$ cat config.mk
export PLATFORM = sky130hd
export DESIGN_NAME = fls_readout
export DESIGN_NICKNAME = d
export VERILOG_FILES = /design/src/rtl/fls_pkg.sv /design/src/rtl/fls_write_timer.sv /design/src/rtl/fls_readout.sv
export VERILOG_INCLUDE_DIRS = /design/src /design/src/rtl
export SDC_FILE = /design/constraint.sdc
export NUM_CORES = 1
export LEC_CHECK = 0
export BUFFER_PORTS_ARGS = -buffer_cell sky130_fd_sc_hd__buf_2
export CAP_MARGIN = 5
export CORE_ASPECT_RATIO = 0.5
export CORE_MARGIN = 10
export CORE_UTILIZATION = 29
export CTS_CLUSTER_SIZE = 8
export DETAILED_ROUTE_END_ITERATION = 10
export PLACE_DENSITY = 0.53
export SLEW_MARGIN = 20
export SYNTH_ARGS = -nofsm -noshare
export SYNTH_HDL_FRONTEND = slang
export SYNTH_SLANG_ARGS = --single-unit
$ cat constraint.sdc
create_clock -name i_core_clk -period 2.5 [get_ports i_core_clk]
set_input_delay 0.5 -clock i_core_clk [delete_from_list [all_inputs] [get_ports i_core_clk]]
set_output_delay 0.5 -clock i_core_clk [all_outputs]
set_load 0.005 [all_outputs]
$ cat src/rtl/fls_params.svh
// Constants for the fuse, lock and signature readout block
`ifndef FLS_PARAMS_SVH
`define FLS_PARAMS_SVH
`define FLS_ADDR_FUSE_LOW    16'h0000
`define FLS_ADDR_LOCK        16'h0001
`define FLS_ADDR_FUSE_EXT    16'h0002
`define FLS_ADDR_FUSE_HIGH   16'h0003
`define FLS_ADDR_SIG_0       16'h0000
`define FLS_ADDR_CAL         16'h0001
`define FLS_ADDR_SIG_1       16'h0002
`define FLS_ADDR_SIG_2       16'h0004
`define FLS_LOAD_WINDOW      3
`define FLS_STORE_WINDOW     4
`define FLS_CLK_HZ           25000000
`define FLS_WRITE_MIN_US     3700
`define FLS_WRITE_MAX_US     4500
`define FLS_WRITE_CYCLES     ((`FLS_WRITE_MIN_US * (`FLS_CLK_HZ / 1000000)) + 1)
`define FLS_LOCK_UNDEF_MASK  8'hC0
`define FLS_EXT_UNDEF_MASK   8'hF8
`endif

$ cat src/rtl/fls_pkg.sv
// Types for the fuse, lock and signature readout block
package fls_pkg;
    typedef enum logic [1:0] {
        FLS_ARM_NONE,
        FLS_ARM_LOCK,
        FLS_ARM_SIG
    } fls_arm_e;
    typedef enum logic [1:0] {
        FLS_OP_NONE,
        FLS_OP_ERASE,
        FLS_OP_PAGE_WRITE,
        FLS_OP_LOCK_WRITE
    } fls_op_e;
endpackage : fls_pkg

$ cat src/rtl/fls_write_timer.sv
// Flash write duration timer that survives core reset
`include "fls_params.svh"
module fls_write_timer #(
    parameter int unsigned WRITE_CYCLES = `FLS_WRITE_CYCLES
) (
    input  wire logic i_core_clk,
    input  wire logic i_por_n,
    input  wire logic i_start,
    output logic      o_busy
);
    import fls_pkg::*;

    logic [23:0] count_q;

    // Only power-on reset clears the timer so a running write completes
    always_ff @(posedge i_core_clk or negedge i_por_n) begin
        if (!i_por_n) begin
            count_q <= 24'h000000;
        end else if (i_start && count_q == 24'h000000) begin
            count_q <= 24'(WRITE_CYCLES);
        end else if (count_q != 24'h000000) begin
            count_q <= count_q - 24'h000001;
        end
    end

    assign o_busy = (count_q != 24'h000000);
endmodule : fls_write_timer

$ cat src/rtl/fls_readout.sv
// Fuse, lock and signature readout through the self-programming control register
//
// Summary of operation
// - Pointer 0x0001 with lock-set armed: a load within three cycles returns lock byte.
// - Lock-set arming clears after read, after store, or four cycles without either; the load window closes after three.
// - Once disarmed, loads return ordinary flash contents.
// - Lock byte holds boot lock bits 5..2, memory lock bits 1..0, top undefined.
// - Pointer 0x0000 with lock-set armed returns the low fuse byte.
// - Pointer 0x0003 with lock-set armed returns the high fuse byte.
// - Pointer 0x0002 with lock-set armed returns extended fuse byte, three bits at 2..0.
// - Programmed bits read as 0, unprogrammed bits read as 1.
// - Signature-read armed: a load within three cycles returns the selected row byte.
// - Signature arming clears after read or three cycles without load.
// - Identity bytes sit at pointer 0x0000, 0x0002 and 0x0004.
// - Pointer 0x0001 in signature mode returns the oscillator calibration byte.
// - Each flash write lasts between 3.7 ms and 4.5 ms.
// - A write in progress at reset runs to completion.
// - During erase or page write the read-while-write busy flag stays set until reenabled or until a core reset.
// - EEPROM write in progress blocks fuse reads and the arming of flash self-programming; a store already armed still starts.
`include "fls_params.svh"
module fls_readout (
    input  wire logic        i_core_clk,
    input  wire logic        i_reset_n,
    input  wire logic        i_por_n,
    input  wire logic        i_ctrl_wr,
    input  wire logic [7:0]  i_ctrl_wdata,
    input  wire logic        i_load,
    input  wire logic        i_store,
    input  wire logic [15:0] i_pointer,
    input  wire logic [7:0]  i_flash_rdata,
    input  wire logic        i_eeprom_write_enable_flag,
    input  wire logic [7:0]  i_lock_bits,
    input  wire logic [7:0]  i_fuse_low_byte,
    input  wire logic [7:0]  i_fuse_high_byte,
    input  wire logic [7:0]  i_fuse_extended_byte,
    input  wire logic [7:0]  i_sig_byte_0,
    input  wire logic [7:0]  i_sig_byte_1,
    input  wire logic [7:0]  i_sig_byte_2,
    input  wire logic [7:0]  i_osc_cal_byte,
    output logic [7:0]       o_load_data,
    output logic             o_load_valid,
    output logic [7:0]       o_self_prog_control_reg,
    output logic             o_rww_busy_flag,
    output logic             o_flash_write_busy
);
    import fls_pkg::*;

    // ----------------------------------------------------------------
    // Control bit positions
    // ----------------------------------------------------------------
    localparam int ENABLE_BIT = 0;
    localparam int ERASE_BIT  = 1;
    localparam int WRITE_BIT  = 2;
    localparam int LOCKSET_BIT = 3;
    localparam int REENABLE_BIT = 4;
    localparam int SIGNATURE_READ_BIT_BIT  = 5;
    localparam int BUSY_BIT   = 6;

    // ----------------------------------------------------------------
    // Reset release and pin synchronisers
    // ----------------------------------------------------------------
    logic       rst_meta_q;
    logic       rst_sync_q;
    logic       ee_meta_q;
    logic       ee_sync_q;

    always_ff @(posedge i_core_clk or negedge i_reset_n) begin
        if (!i_reset_n) begin
            rst_meta_q <= 1'b0;
            rst_sync_q <= 1'b0;
        end else begin
            rst_meta_q <= 1'b1;
            rst_sync_q <= rst_meta_q;
        end
    end

    always_ff @(posedge i_core_clk or negedge rst_sync_q) begin
        if (!rst_sync_q) begin
            ee_meta_q <= 1'b0;
            ee_sync_q <= 1'b0;
        end else begin
            ee_meta_q <= i_eeprom_write_enable_flag;
            ee_sync_q <= ee_meta_q;
        end
    end

    // ----------------------------------------------------------------
    // Arming state and window counter
    // ----------------------------------------------------------------
    fls_arm_e   arm_q;
    logic [2:0] win_q;
    logic       spm_arm_q;
    logic       rww_busy_q;
    logic       wr_busy;
    logic       wr_start;
    fls_op_e    op;

    // Control writes are ignored while an EEPROM write or flash write runs
    wire ctrl_ok = i_ctrl_wr && !ee_sync_q && !wr_busy;
    wire armed_read = (arm_q != FLS_ARM_NONE);
    wire in_load_win = armed_read && (win_q < 3'(`FLS_LOAD_WINDOW));
    wire take_read = i_load && in_load_win && !ee_sync_q;

    always_comb begin
        op = FLS_OP_NONE;
        if (spm_arm_q && i_store && win_q < 3'(`FLS_STORE_WINDOW)) begin
            if (arm_q == FLS_ARM_LOCK) begin
                op = FLS_OP_LOCK_WRITE;
            end else if (o_self_prog_control_reg[ERASE_BIT]) begin
                op = FLS_OP_ERASE;
            end else if (o_self_prog_control_reg[WRITE_BIT]) begin
                op = FLS_OP_PAGE_WRITE;
            end
        end
    end

    assign wr_start = (op != FLS_OP_NONE);

    // Counter restarts on the arming write, so cycle 0 is the next clock
    always_ff @(posedge i_core_clk or negedge rst_sync_q) begin
        if (!rst_sync_q) begin
            arm_q     <= FLS_ARM_NONE;
            spm_arm_q <= 1'b0;
            win_q     <= 3'h0;
        end else if (ctrl_ok && i_ctrl_wdata[ENABLE_BIT]) begin
            win_q     <= 3'h0;
            spm_arm_q <= 1'b1;
            if (i_ctrl_wdata[SIGNATURE_READ_BIT_BIT]) begin
                arm_q <= FLS_ARM_SIG;
            end else if (i_ctrl_wdata[LOCKSET_BIT]) begin
                arm_q <= FLS_ARM_LOCK;
            end else begin
                arm_q <= FLS_ARM_NONE;
            end
        end else if (take_read || wr_start) begin
            arm_q     <= FLS_ARM_NONE;
            spm_arm_q <= 1'b0;
        end else if (spm_arm_q) begin
            win_q <= win_q + 3'h1;
            // Lock-set stays armed for a store up to four cycles; sig only three
            if (arm_q == FLS_ARM_SIG && win_q == 3'(`FLS_LOAD_WINDOW - 1)) begin
                arm_q     <= FLS_ARM_NONE;
                spm_arm_q <= 1'b0;
            end else if (win_q == 3'(`FLS_STORE_WINDOW - 1)) begin
                arm_q     <= FLS_ARM_NONE;
                spm_arm_q <= 1'b0;
            end
        end
    end

    // ----------------------------------------------------------------
    // Read-back selection
    // ----------------------------------------------------------------
    function automatic logic [7:0] lock_fuse_sel(input logic [15:0] ptr);
        // Stored bits keep 0 as programmed, so no inversion is applied
        case (ptr)
            `FLS_ADDR_LOCK:      lock_fuse_sel = i_lock_bits | `FLS_LOCK_UNDEF_MASK;
            `FLS_ADDR_FUSE_LOW:  lock_fuse_sel = i_fuse_low_byte;
            `FLS_ADDR_FUSE_HIGH: lock_fuse_sel = i_fuse_high_byte;
            `FLS_ADDR_FUSE_EXT:  lock_fuse_sel = i_fuse_extended_byte | `FLS_EXT_UNDEF_MASK;
            default:             lock_fuse_sel = 8'hFF;
        endcase
    endfunction : lock_fuse_sel

    function automatic logic [7:0] sig_sel(input logic [15:0] ptr);
        // Reserved addresses read all ones; software must avoid them
        case (ptr)
            `FLS_ADDR_SIG_0: sig_sel = i_sig_byte_0;
            `FLS_ADDR_CAL:   sig_sel = i_osc_cal_byte;
            `FLS_ADDR_SIG_1: sig_sel = i_sig_byte_1;
            `FLS_ADDR_SIG_2: sig_sel = i_sig_byte_2;
            default:         sig_sel = 8'hFF;
        endcase
    endfunction : sig_sel

    always_ff @(posedge i_core_clk or negedge rst_sync_q) begin
        if (!rst_sync_q) begin
            o_load_data  <= 8'h00;
            o_load_valid <= 1'b0;
        end else begin
            o_load_valid <= i_load;
            if (take_read && arm_q == FLS_ARM_LOCK) begin
                o_load_data <= lock_fuse_sel(i_pointer);
            end else if (take_read && arm_q == FLS_ARM_SIG) begin
                o_load_data <= sig_sel(i_pointer);
            end else if (i_load) begin
                o_load_data <= i_flash_rdata;
            end
        end
    end

    // ----------------------------------------------------------------
    // Flash write timing and read-while-write busy
    // ----------------------------------------------------------------
    fls_write_timer u_timer (
        .i_core_clk (i_core_clk),
        .i_por_n    (i_por_n),
        .i_start    (wr_start),
        .o_busy     (wr_busy)
    );

    always_ff @(posedge i_core_clk or negedge rst_sync_q) begin
        if (!rst_sync_q) begin
            rww_busy_q <= 1'b0;
        end else if (op == FLS_OP_ERASE || op == FLS_OP_PAGE_WRITE) begin
            rww_busy_q <= 1'b1;
        end else if (ctrl_ok && i_ctrl_wdata[REENABLE_BIT] && i_ctrl_wdata[ENABLE_BIT]) begin
            rww_busy_q <= 1'b0;
        end
    end

    always_ff @(posedge i_core_clk or negedge rst_sync_q) begin
        if (!rst_sync_q) begin
            o_rww_busy_flag         <= 1'b0;
            o_flash_write_busy      <= 1'b0;
            o_self_prog_control_reg <= 8'h00;
        end else begin
            o_rww_busy_flag    <= rww_busy_q;
            o_flash_write_busy <= wr_busy;
            if (ctrl_ok) begin
                o_self_prog_control_reg <= i_ctrl_wdata & 8'h3F;
            end else if (!spm_arm_q && !wr_busy) begin
                o_self_prog_control_reg <= 8'h00;
            end
            o_self_prog_control_reg[BUSY_BIT] <= rww_busy_q;
        end
    end
endmodule : fls_readout

==> results of run 1 <==
[timing repair]
| action | 4_1_cts | 5_1_grt |
|---|---|---|
| endpoints found under the hold margin | 2 | 0 |
| gates resized for setup | 0 | 0 |
| hold buffers | 1 | 0 |
[metal layers]
metal	track usage, %	part of all wire, %
met5	0	0
met4	2.378	0.63
met3	3.425	7.0
met2	19.55	45
met1	14.87	47
[power groups by stage]
| stage | clock (mW) | sequential [mW] | combinational (mW) |
|---|---|---|---|
| floorplan | 0 | 0.950 | 0.215 |
| detailed placement | 0 | 0.952 | 0.372 |
| finish | 0.701 | 0.935 | 0.367 |
| CTS | 0.729 | 0.935 | 0.374 |
| global route | 0.768 | 0.944 | 0.422 |
| global placement | 0 | 0.953 | 0.370 |
[how the worst max path moves through the flow]
stage | from | endpoint | slack, ps | cells past startpoint
final | u_timer.count_q[10] | o_self_prog_control_reg[4] | 310 | 5
after detailed placement | i_pointer[13] | o_load_data[7] | 300 | 6
after floorplan | u_timer.count_q[10] | rww_busy_q | 420 | 5
after global placement | i_pointer[13] | o_load_data[6] | 300 | 6
after CTS | u_timer.count_q[10] | u_timer.count_q[4] | 280 | 6
after global routing | u_timer.count_q[19] | u_timer.count_q[8] | 120 | 6
[logic make-up after synthesis]
group                    share of synthesized area (%)
multiplexers                                     6.232
buffers and inverters                            4.971
adder cells (fa/ha/maj)                          2.367
AO/OA/AOI/OAI                                    23.63
AND/OR/NAND/NOR                                  17.67
flip-flops                                       41.03
XOR/XNOR                                         3.866
other                                           0.2368
[cells in the final DEF, fill, tap and decap left out, types with 6 or more instances in the layout]
cell	synthesis	routed
a21oi_1	10	10
o21a_1	8	8
ha_1	6	6
dfrtp_1	52	52
nor4_1	12	12
inv_1	16	16
a31oi_1	9	9
o21ai_0	22	22
o211a_1	9	9
or3_1	6	6
buf_4	5	9
o221ai_1	8	8
nor2_1	20	20
buf_2	0	111
nor3_1	14	14
nand2_1	19	19
mux2i_1	13	13
o2bb2ai_1	8	8
xor2_1	13	13
[through the flow]
stage / utilization [%] / instance area, um2 / setup WS [ps]
floorplan: - / 3172 / 420.4
global placement: 37.08 / 3872 / 304.7
detailed placement: 37.08 / 3872 / 299.4
CTS: 38.59 / 4030 / 283.9
global route: 38.59 / 4030 / 116.5
finish: 38.59 / 4030 / 312.4
[worst max-delay path: stages (launching register included)]
cell	delay, ps
dfrtp_1	390
or3_4	430
or4_4	540
nor3_4	230
o21ai_1	240
a22o_1	240
[final cells by class]
class | instances | area (um2)
sequential | 52 | 1301
multi-input combinational | 239 | 1713
fill | 1068 | 6412
inverter | 16 | 60.06
tap | 140 | 175.2
clock inverter | 3 | 22.52
timing repair buffer | 121 | 633.1
clock buffer | 5 | 125.1
==> results.sh, run 1 <==
export IMPL_hold_ws_ps=198.8
export IMPL_fmax_mhz=457.1
export IMPL_reg2regPathDepth=5
export IMPL_design_die_area_um2=15770
export IMPL_syn_avg_cell_area_um2=9.670
export IMPL_p_leak_nw=1.998
export IMPL_synthCells=328
export IMPL_synth_area_top_cells="dfrtp_1, mux2i_1, xor2_1, o21ai_0, o211a_1"
export IMPL_start_kind="flip-flop"
export IMPL_fin_skew_ps=6.306
export IMPL_p_per_area_nw_per_um2=497.0
export IMPL_antenna_found_initial=0
export IMPL_worst_path_max_fanout=7
export IMPL_cp_arrival_ps=2370
export IMPL_initial_core_util_pct=30.37
export IMPL_grt_pass1_vias=2856
export IMPL_clock_path_buffers=2
export IMPL_power_share_switching_pct=28.18
export IMPL_syn_to_final_growth_pct=27.06
export IMPL_endpoint_kind="flip-flop"
export IMPL_port_buffers=111
export IMPL_drive_gt1_share_pct=33.03
export IMPL_die_y_um=93.95
export IMPL_r2r_setup_slack_ps=310
export IMPL_stdcell_count=576
export IMPL_r2r_end="o_self_prog_control_reg[4]"
export IMPL_diodes=0
export IMPL_grt_start_max_net_pins=27
export IMPL_insertion_delay_ps=290
export IMPL_syn_nets=437
export IMPL_hold_violations=0
export IMPL_final_setup_tns_ps=0
export IMPL_synth_edf_count=0
export IMPL_relSlewSlack_pct=62.23
export IMPL_rows=26
export IMPL_cts_setup_buffers=0
export IMPL_vdd_drop_max_mv=0.2505
export IMPL_fin_crit_sh_pct=87.51
export IMPL_grt_pass1_wl_mm=15.28
export IMPL_p_total_mw=2.003
export IMPL_critical_path_required_ps=2680
export IMPL_yosysTopAreaCellShare_pct=41.03
export IMPL_rr_startpoint="u_timer.count_q[10]"
export IMPL_synth_flop_cell="dfrtp_1"
export IMPL_grt_total_usage_pct=11.74
export IMPL_yosysWarnings=0
export IMPL_crit_type="flip-flop to flip-flop"
export IMPL_die_w_um=167.9
export IMPL_p_int_mw=1.438
export IMPL_cts_tree="built"
export IMPL_vias_per_cell=4.984
export IMPL_cts_buffers_inserted=5
export IMPL_ys_seq_area_share_pct=41.03
export IMPL_clock_root_buffer="clkbuf_16"
export IMPL_dr_pass1_iters=6
export IMPL_drv_cap=0
export IMPL_dr_first_iter_drc_count=159
export IMPL_dp_cells=567
export IMPL_ios=122
export IMPL_clockPowerShare_pct=35.0
export IMPL_switchingPower_uw=564.4
export IMPL_synth_top_area_cell="dfrtp_1"
export IMPL_hpwl_mm=7.518
export IMPL_gp_congestion=0.7587
export IMPL_final_min_clock_period_ps=2188
export IMPL_ys_ff_latch=52
export IMPL_htree_levels=2
export IMPL_vias=2871
export IMPL_power_frac_seq_pct=46.7
export IMPL_cts_sink_count=52
export IMPL_outcome="finished, final reports clean"
export IMPL_netlist_area_um2=3172
export IMPL_wirelength_mm=9.468
export IMPL_antenna_left=0
export IMPL_core_area_um2=10440
export IMPL_rsz0062_at_grt="no"
export IMPL_setup_viol=0
export IMPL_drc_errors=0
export IMPL_largest_reg_flops=24
export IMPL_ys_async_sr_fraction_pct=100.0
export IMPL_wl_per_cell_um=16.44
export IMPL_worst_slew_pin_slew_ps=566.6
export IMPL_slew_viol_final=0
export IMPL_hp_class="input port to asynchronous set/reset pin"
export IMPL_layout_nets=544
export IMPL_yosysMostFrequentCell="dfrtp_1"
export IMPL_grt_overflow=0
export IMPL_pwr_share_comb_pct=18.3
export IMPL_synth_commonest_cells="dfrtp_1, o21ai_0, nor2_1"
export IMPL_yosysUniqueCellTypes=49
export IMPL_clk_pin_slew_ps=70
(Power assumes the default switching activity.)
==> run 2, diff against run 1 <==
- RECOVER_POWER: not set -> 50
==> run 2 against run 1 <==
Clock power barely moved; via count increased by 0.14%; core utilization shrank 0.12 points; largest power group unchanged; highest routed layer unchanged.
==> results.sh, run 2 (synthesis gave the netlist of run 1 again) <==
export IMPL_outcome="finished, final reports clean"
export IMPL_multi_input_area_um2=1713
export IMPL_syn_to_final_growth_pct=26.67
export IMPL_start_kind="flip-flop"
export IMPL_vias_per_cell=4.991
export IMPL_dr_pass1_iters=6
export IMPL_wirelength_mm=9.474
export IMPL_r2r_setup_slack_ps=310
export IMPL_diodes=0
export IMPL_drv_cap=0
export IMPL_core_area_um2=10440
export IMPL_cts_tree="built"
export IMPL_p_total_mw=2.001
export IMPL_cts_buffers_inserted=5
export IMPL_port_buffers=111
export IMPL_crit_type="flip-flop to flip-flop"
export IMPL_clock_path_buffers=2
export IMPL_drc_errors=0
export IMPL_design_die_area_um2=15770
export IMPL_cts_resized=0
export IMPL_rsz0062_at_grt="no"
export IMPL_wl_per_cell_um=16.45
export IMPL_vias=2875
export IMPL_grt_start_max_net_pins=27
export IMPL_grt_pass1_wl_mm=15.28
export IMPL_clk_pin_slew_ps=70
export IMPL_layout_nets=544
export IMPL_vdd_drop_max_mv=0.2505
export IMPL_stdcell_area_um2=4018
export IMPL_antenna_found_initial=0
export IMPL_setup_viol=0
export IMPL_hpwl_mm=7.518
export IMPL_clock_root_buffer="clkbuf_16"
export IMPL_cts_setup_buffers=0
export IMPL_gp_congestion=0.7587
export IMPL_dr_first_iter_drc_count=159
export IMPL_startpoint="u_timer.count_q[10]"
export IMPL_p_leak_nw=1.982
export IMPL_critical_path_required_ps=2680
export IMPL_hp_class="input port to flip-flop"
export IMPL_cts_sink_count=52
export IMPL_r2r_end="o_self_prog_control_reg[4]"
export IMPL_rows=26
export IMPL_ios=122
export IMPL_hold_violations=0
export IMPL_place_area_um2=3872
export IMPL_seq_area_um2=1301
export IMPL_endpoint_kind="flip-flop"
export IMPL_grt_pass1_vias=2856
export IMPL_largest_reg_flops=24
export IMPL_initial_core_util_pct=30.37
export IMPL_cp_arrival_ps=2370
export IMPL_die_y_um=93.95
export IMPL_grt_overflow=0
export IMPL_reg2regPathDepth=5
export IMPL_slew_viol_final=0
export IMPL_insertion_delay_ps=290
export IMPL_cts_hold_buf=1
export IMPL_htree_levels=2
export IMPL_hold_ws_ps=312.5
export IMPL_final_min_clock_period_ps=2188
export IMPL_worst_path_max_fanout=7
export IMPL_p_per_area_nw_per_um2=498.0
export IMPL_rr_startpoint="u_timer.count_q[10]"
export IMPL_final_common_cell="buf_2"
export IMPL_fin_crit_sh_pct=87.51
export IMPL_fin_skew_ps=6.306
export IMPL_final_cell_mix="buf_2, dfrtp_1, o21ai_0"
export IMPL_fillers=1067
export IMPL_grt_total_usage_pct=11.74
export IMPL_final_setup_tns_ps=0
export IMPL_relSlewSlack_pct=2.306
export IMPL_die_w_um=167.9
export IMPL_fmax_mhz=457.1
export IMPL_worst_slew_pin_slew_ps=1465
export IMPL_drive_gt1_share_pct=31.65
export IMPL_antenna_left=0
export IMPL_crit_path_end="o_self_prog_control_reg[4]"
## run 2: cell types whose count changed in the layout (fill, tap and decap cells not counted), sizes merged
cell / delta
clkbuf: +6
buf: -6
## run 2: how the worst min path moves through the flow
| stage | startpoint | end | slack [ps] | cells after the start |
|---|---|---|---|---|
| finish | i_eeprom_write_enable_flag | ee_meta_q | 310 | 1 |
| global route | i_eeprom_write_enable_flag | ee_meta_q | 300 | 1 |
| floorplan | i_reset_n | rst_meta_q | 200 | 0 |
| CTS | i_por_n | u_timer.count_q[13] | 220 | 1 |
| detailed placement | rst_sync_q | o_flash_write_busy | 260 | 1 |
| global placement | rst_sync_q | o_flash_write_busy | 250 | 1 |
## run 2: worst max-delay path, stage by stage (launching register included)
cell,delay [ps]
dfrtp_1,390
or3_4,430
or4_4,540
nor3_4,230
o21ai_1,240
a22o_1,240
## run 2: per-layer routing
metal	vias up	wire length (um)	global-route usage, %
met5	-	0	0
met4	0	60	2.378
met3	6	651	3.425
met2	88	4300	19.55
met1	1349	4461	14.87
li1	1432	-	-
## run 2: area by class of cell
class | count | area share [%]
clock buffers | 5 | 3.114
clock inverters | 3 | 0.5606
inverters | 16 | 1.495
multi-input cells | 239 | 42.63
flip-flops and latches | 52 | 32.39
well taps | 140 | 4.360
repair buffers | 121 | 15.45
## run 2: report_power, final
part	internal [mW]	leakage, nW	switching [mW]
logic	0.171	1.27	0.193
registers	0.890	0.640	0.0452
clock network	0.375	0.0742	0.326
## run 2: per-stage QoR
stage / setup WS [ps] / util, % / instances
2_1_floorplan: 420.4 / - / 328
3_3_place_gp: 304.7 / 37.08 / 567
3_5_place_dp: 299.4 / 37.08 / 567
4_1_cts: 283.9 / 38.59 / 576
5_1_grt: 116.5 / 38.47 / 576
6_report: 312.4 / 38.47 / 576
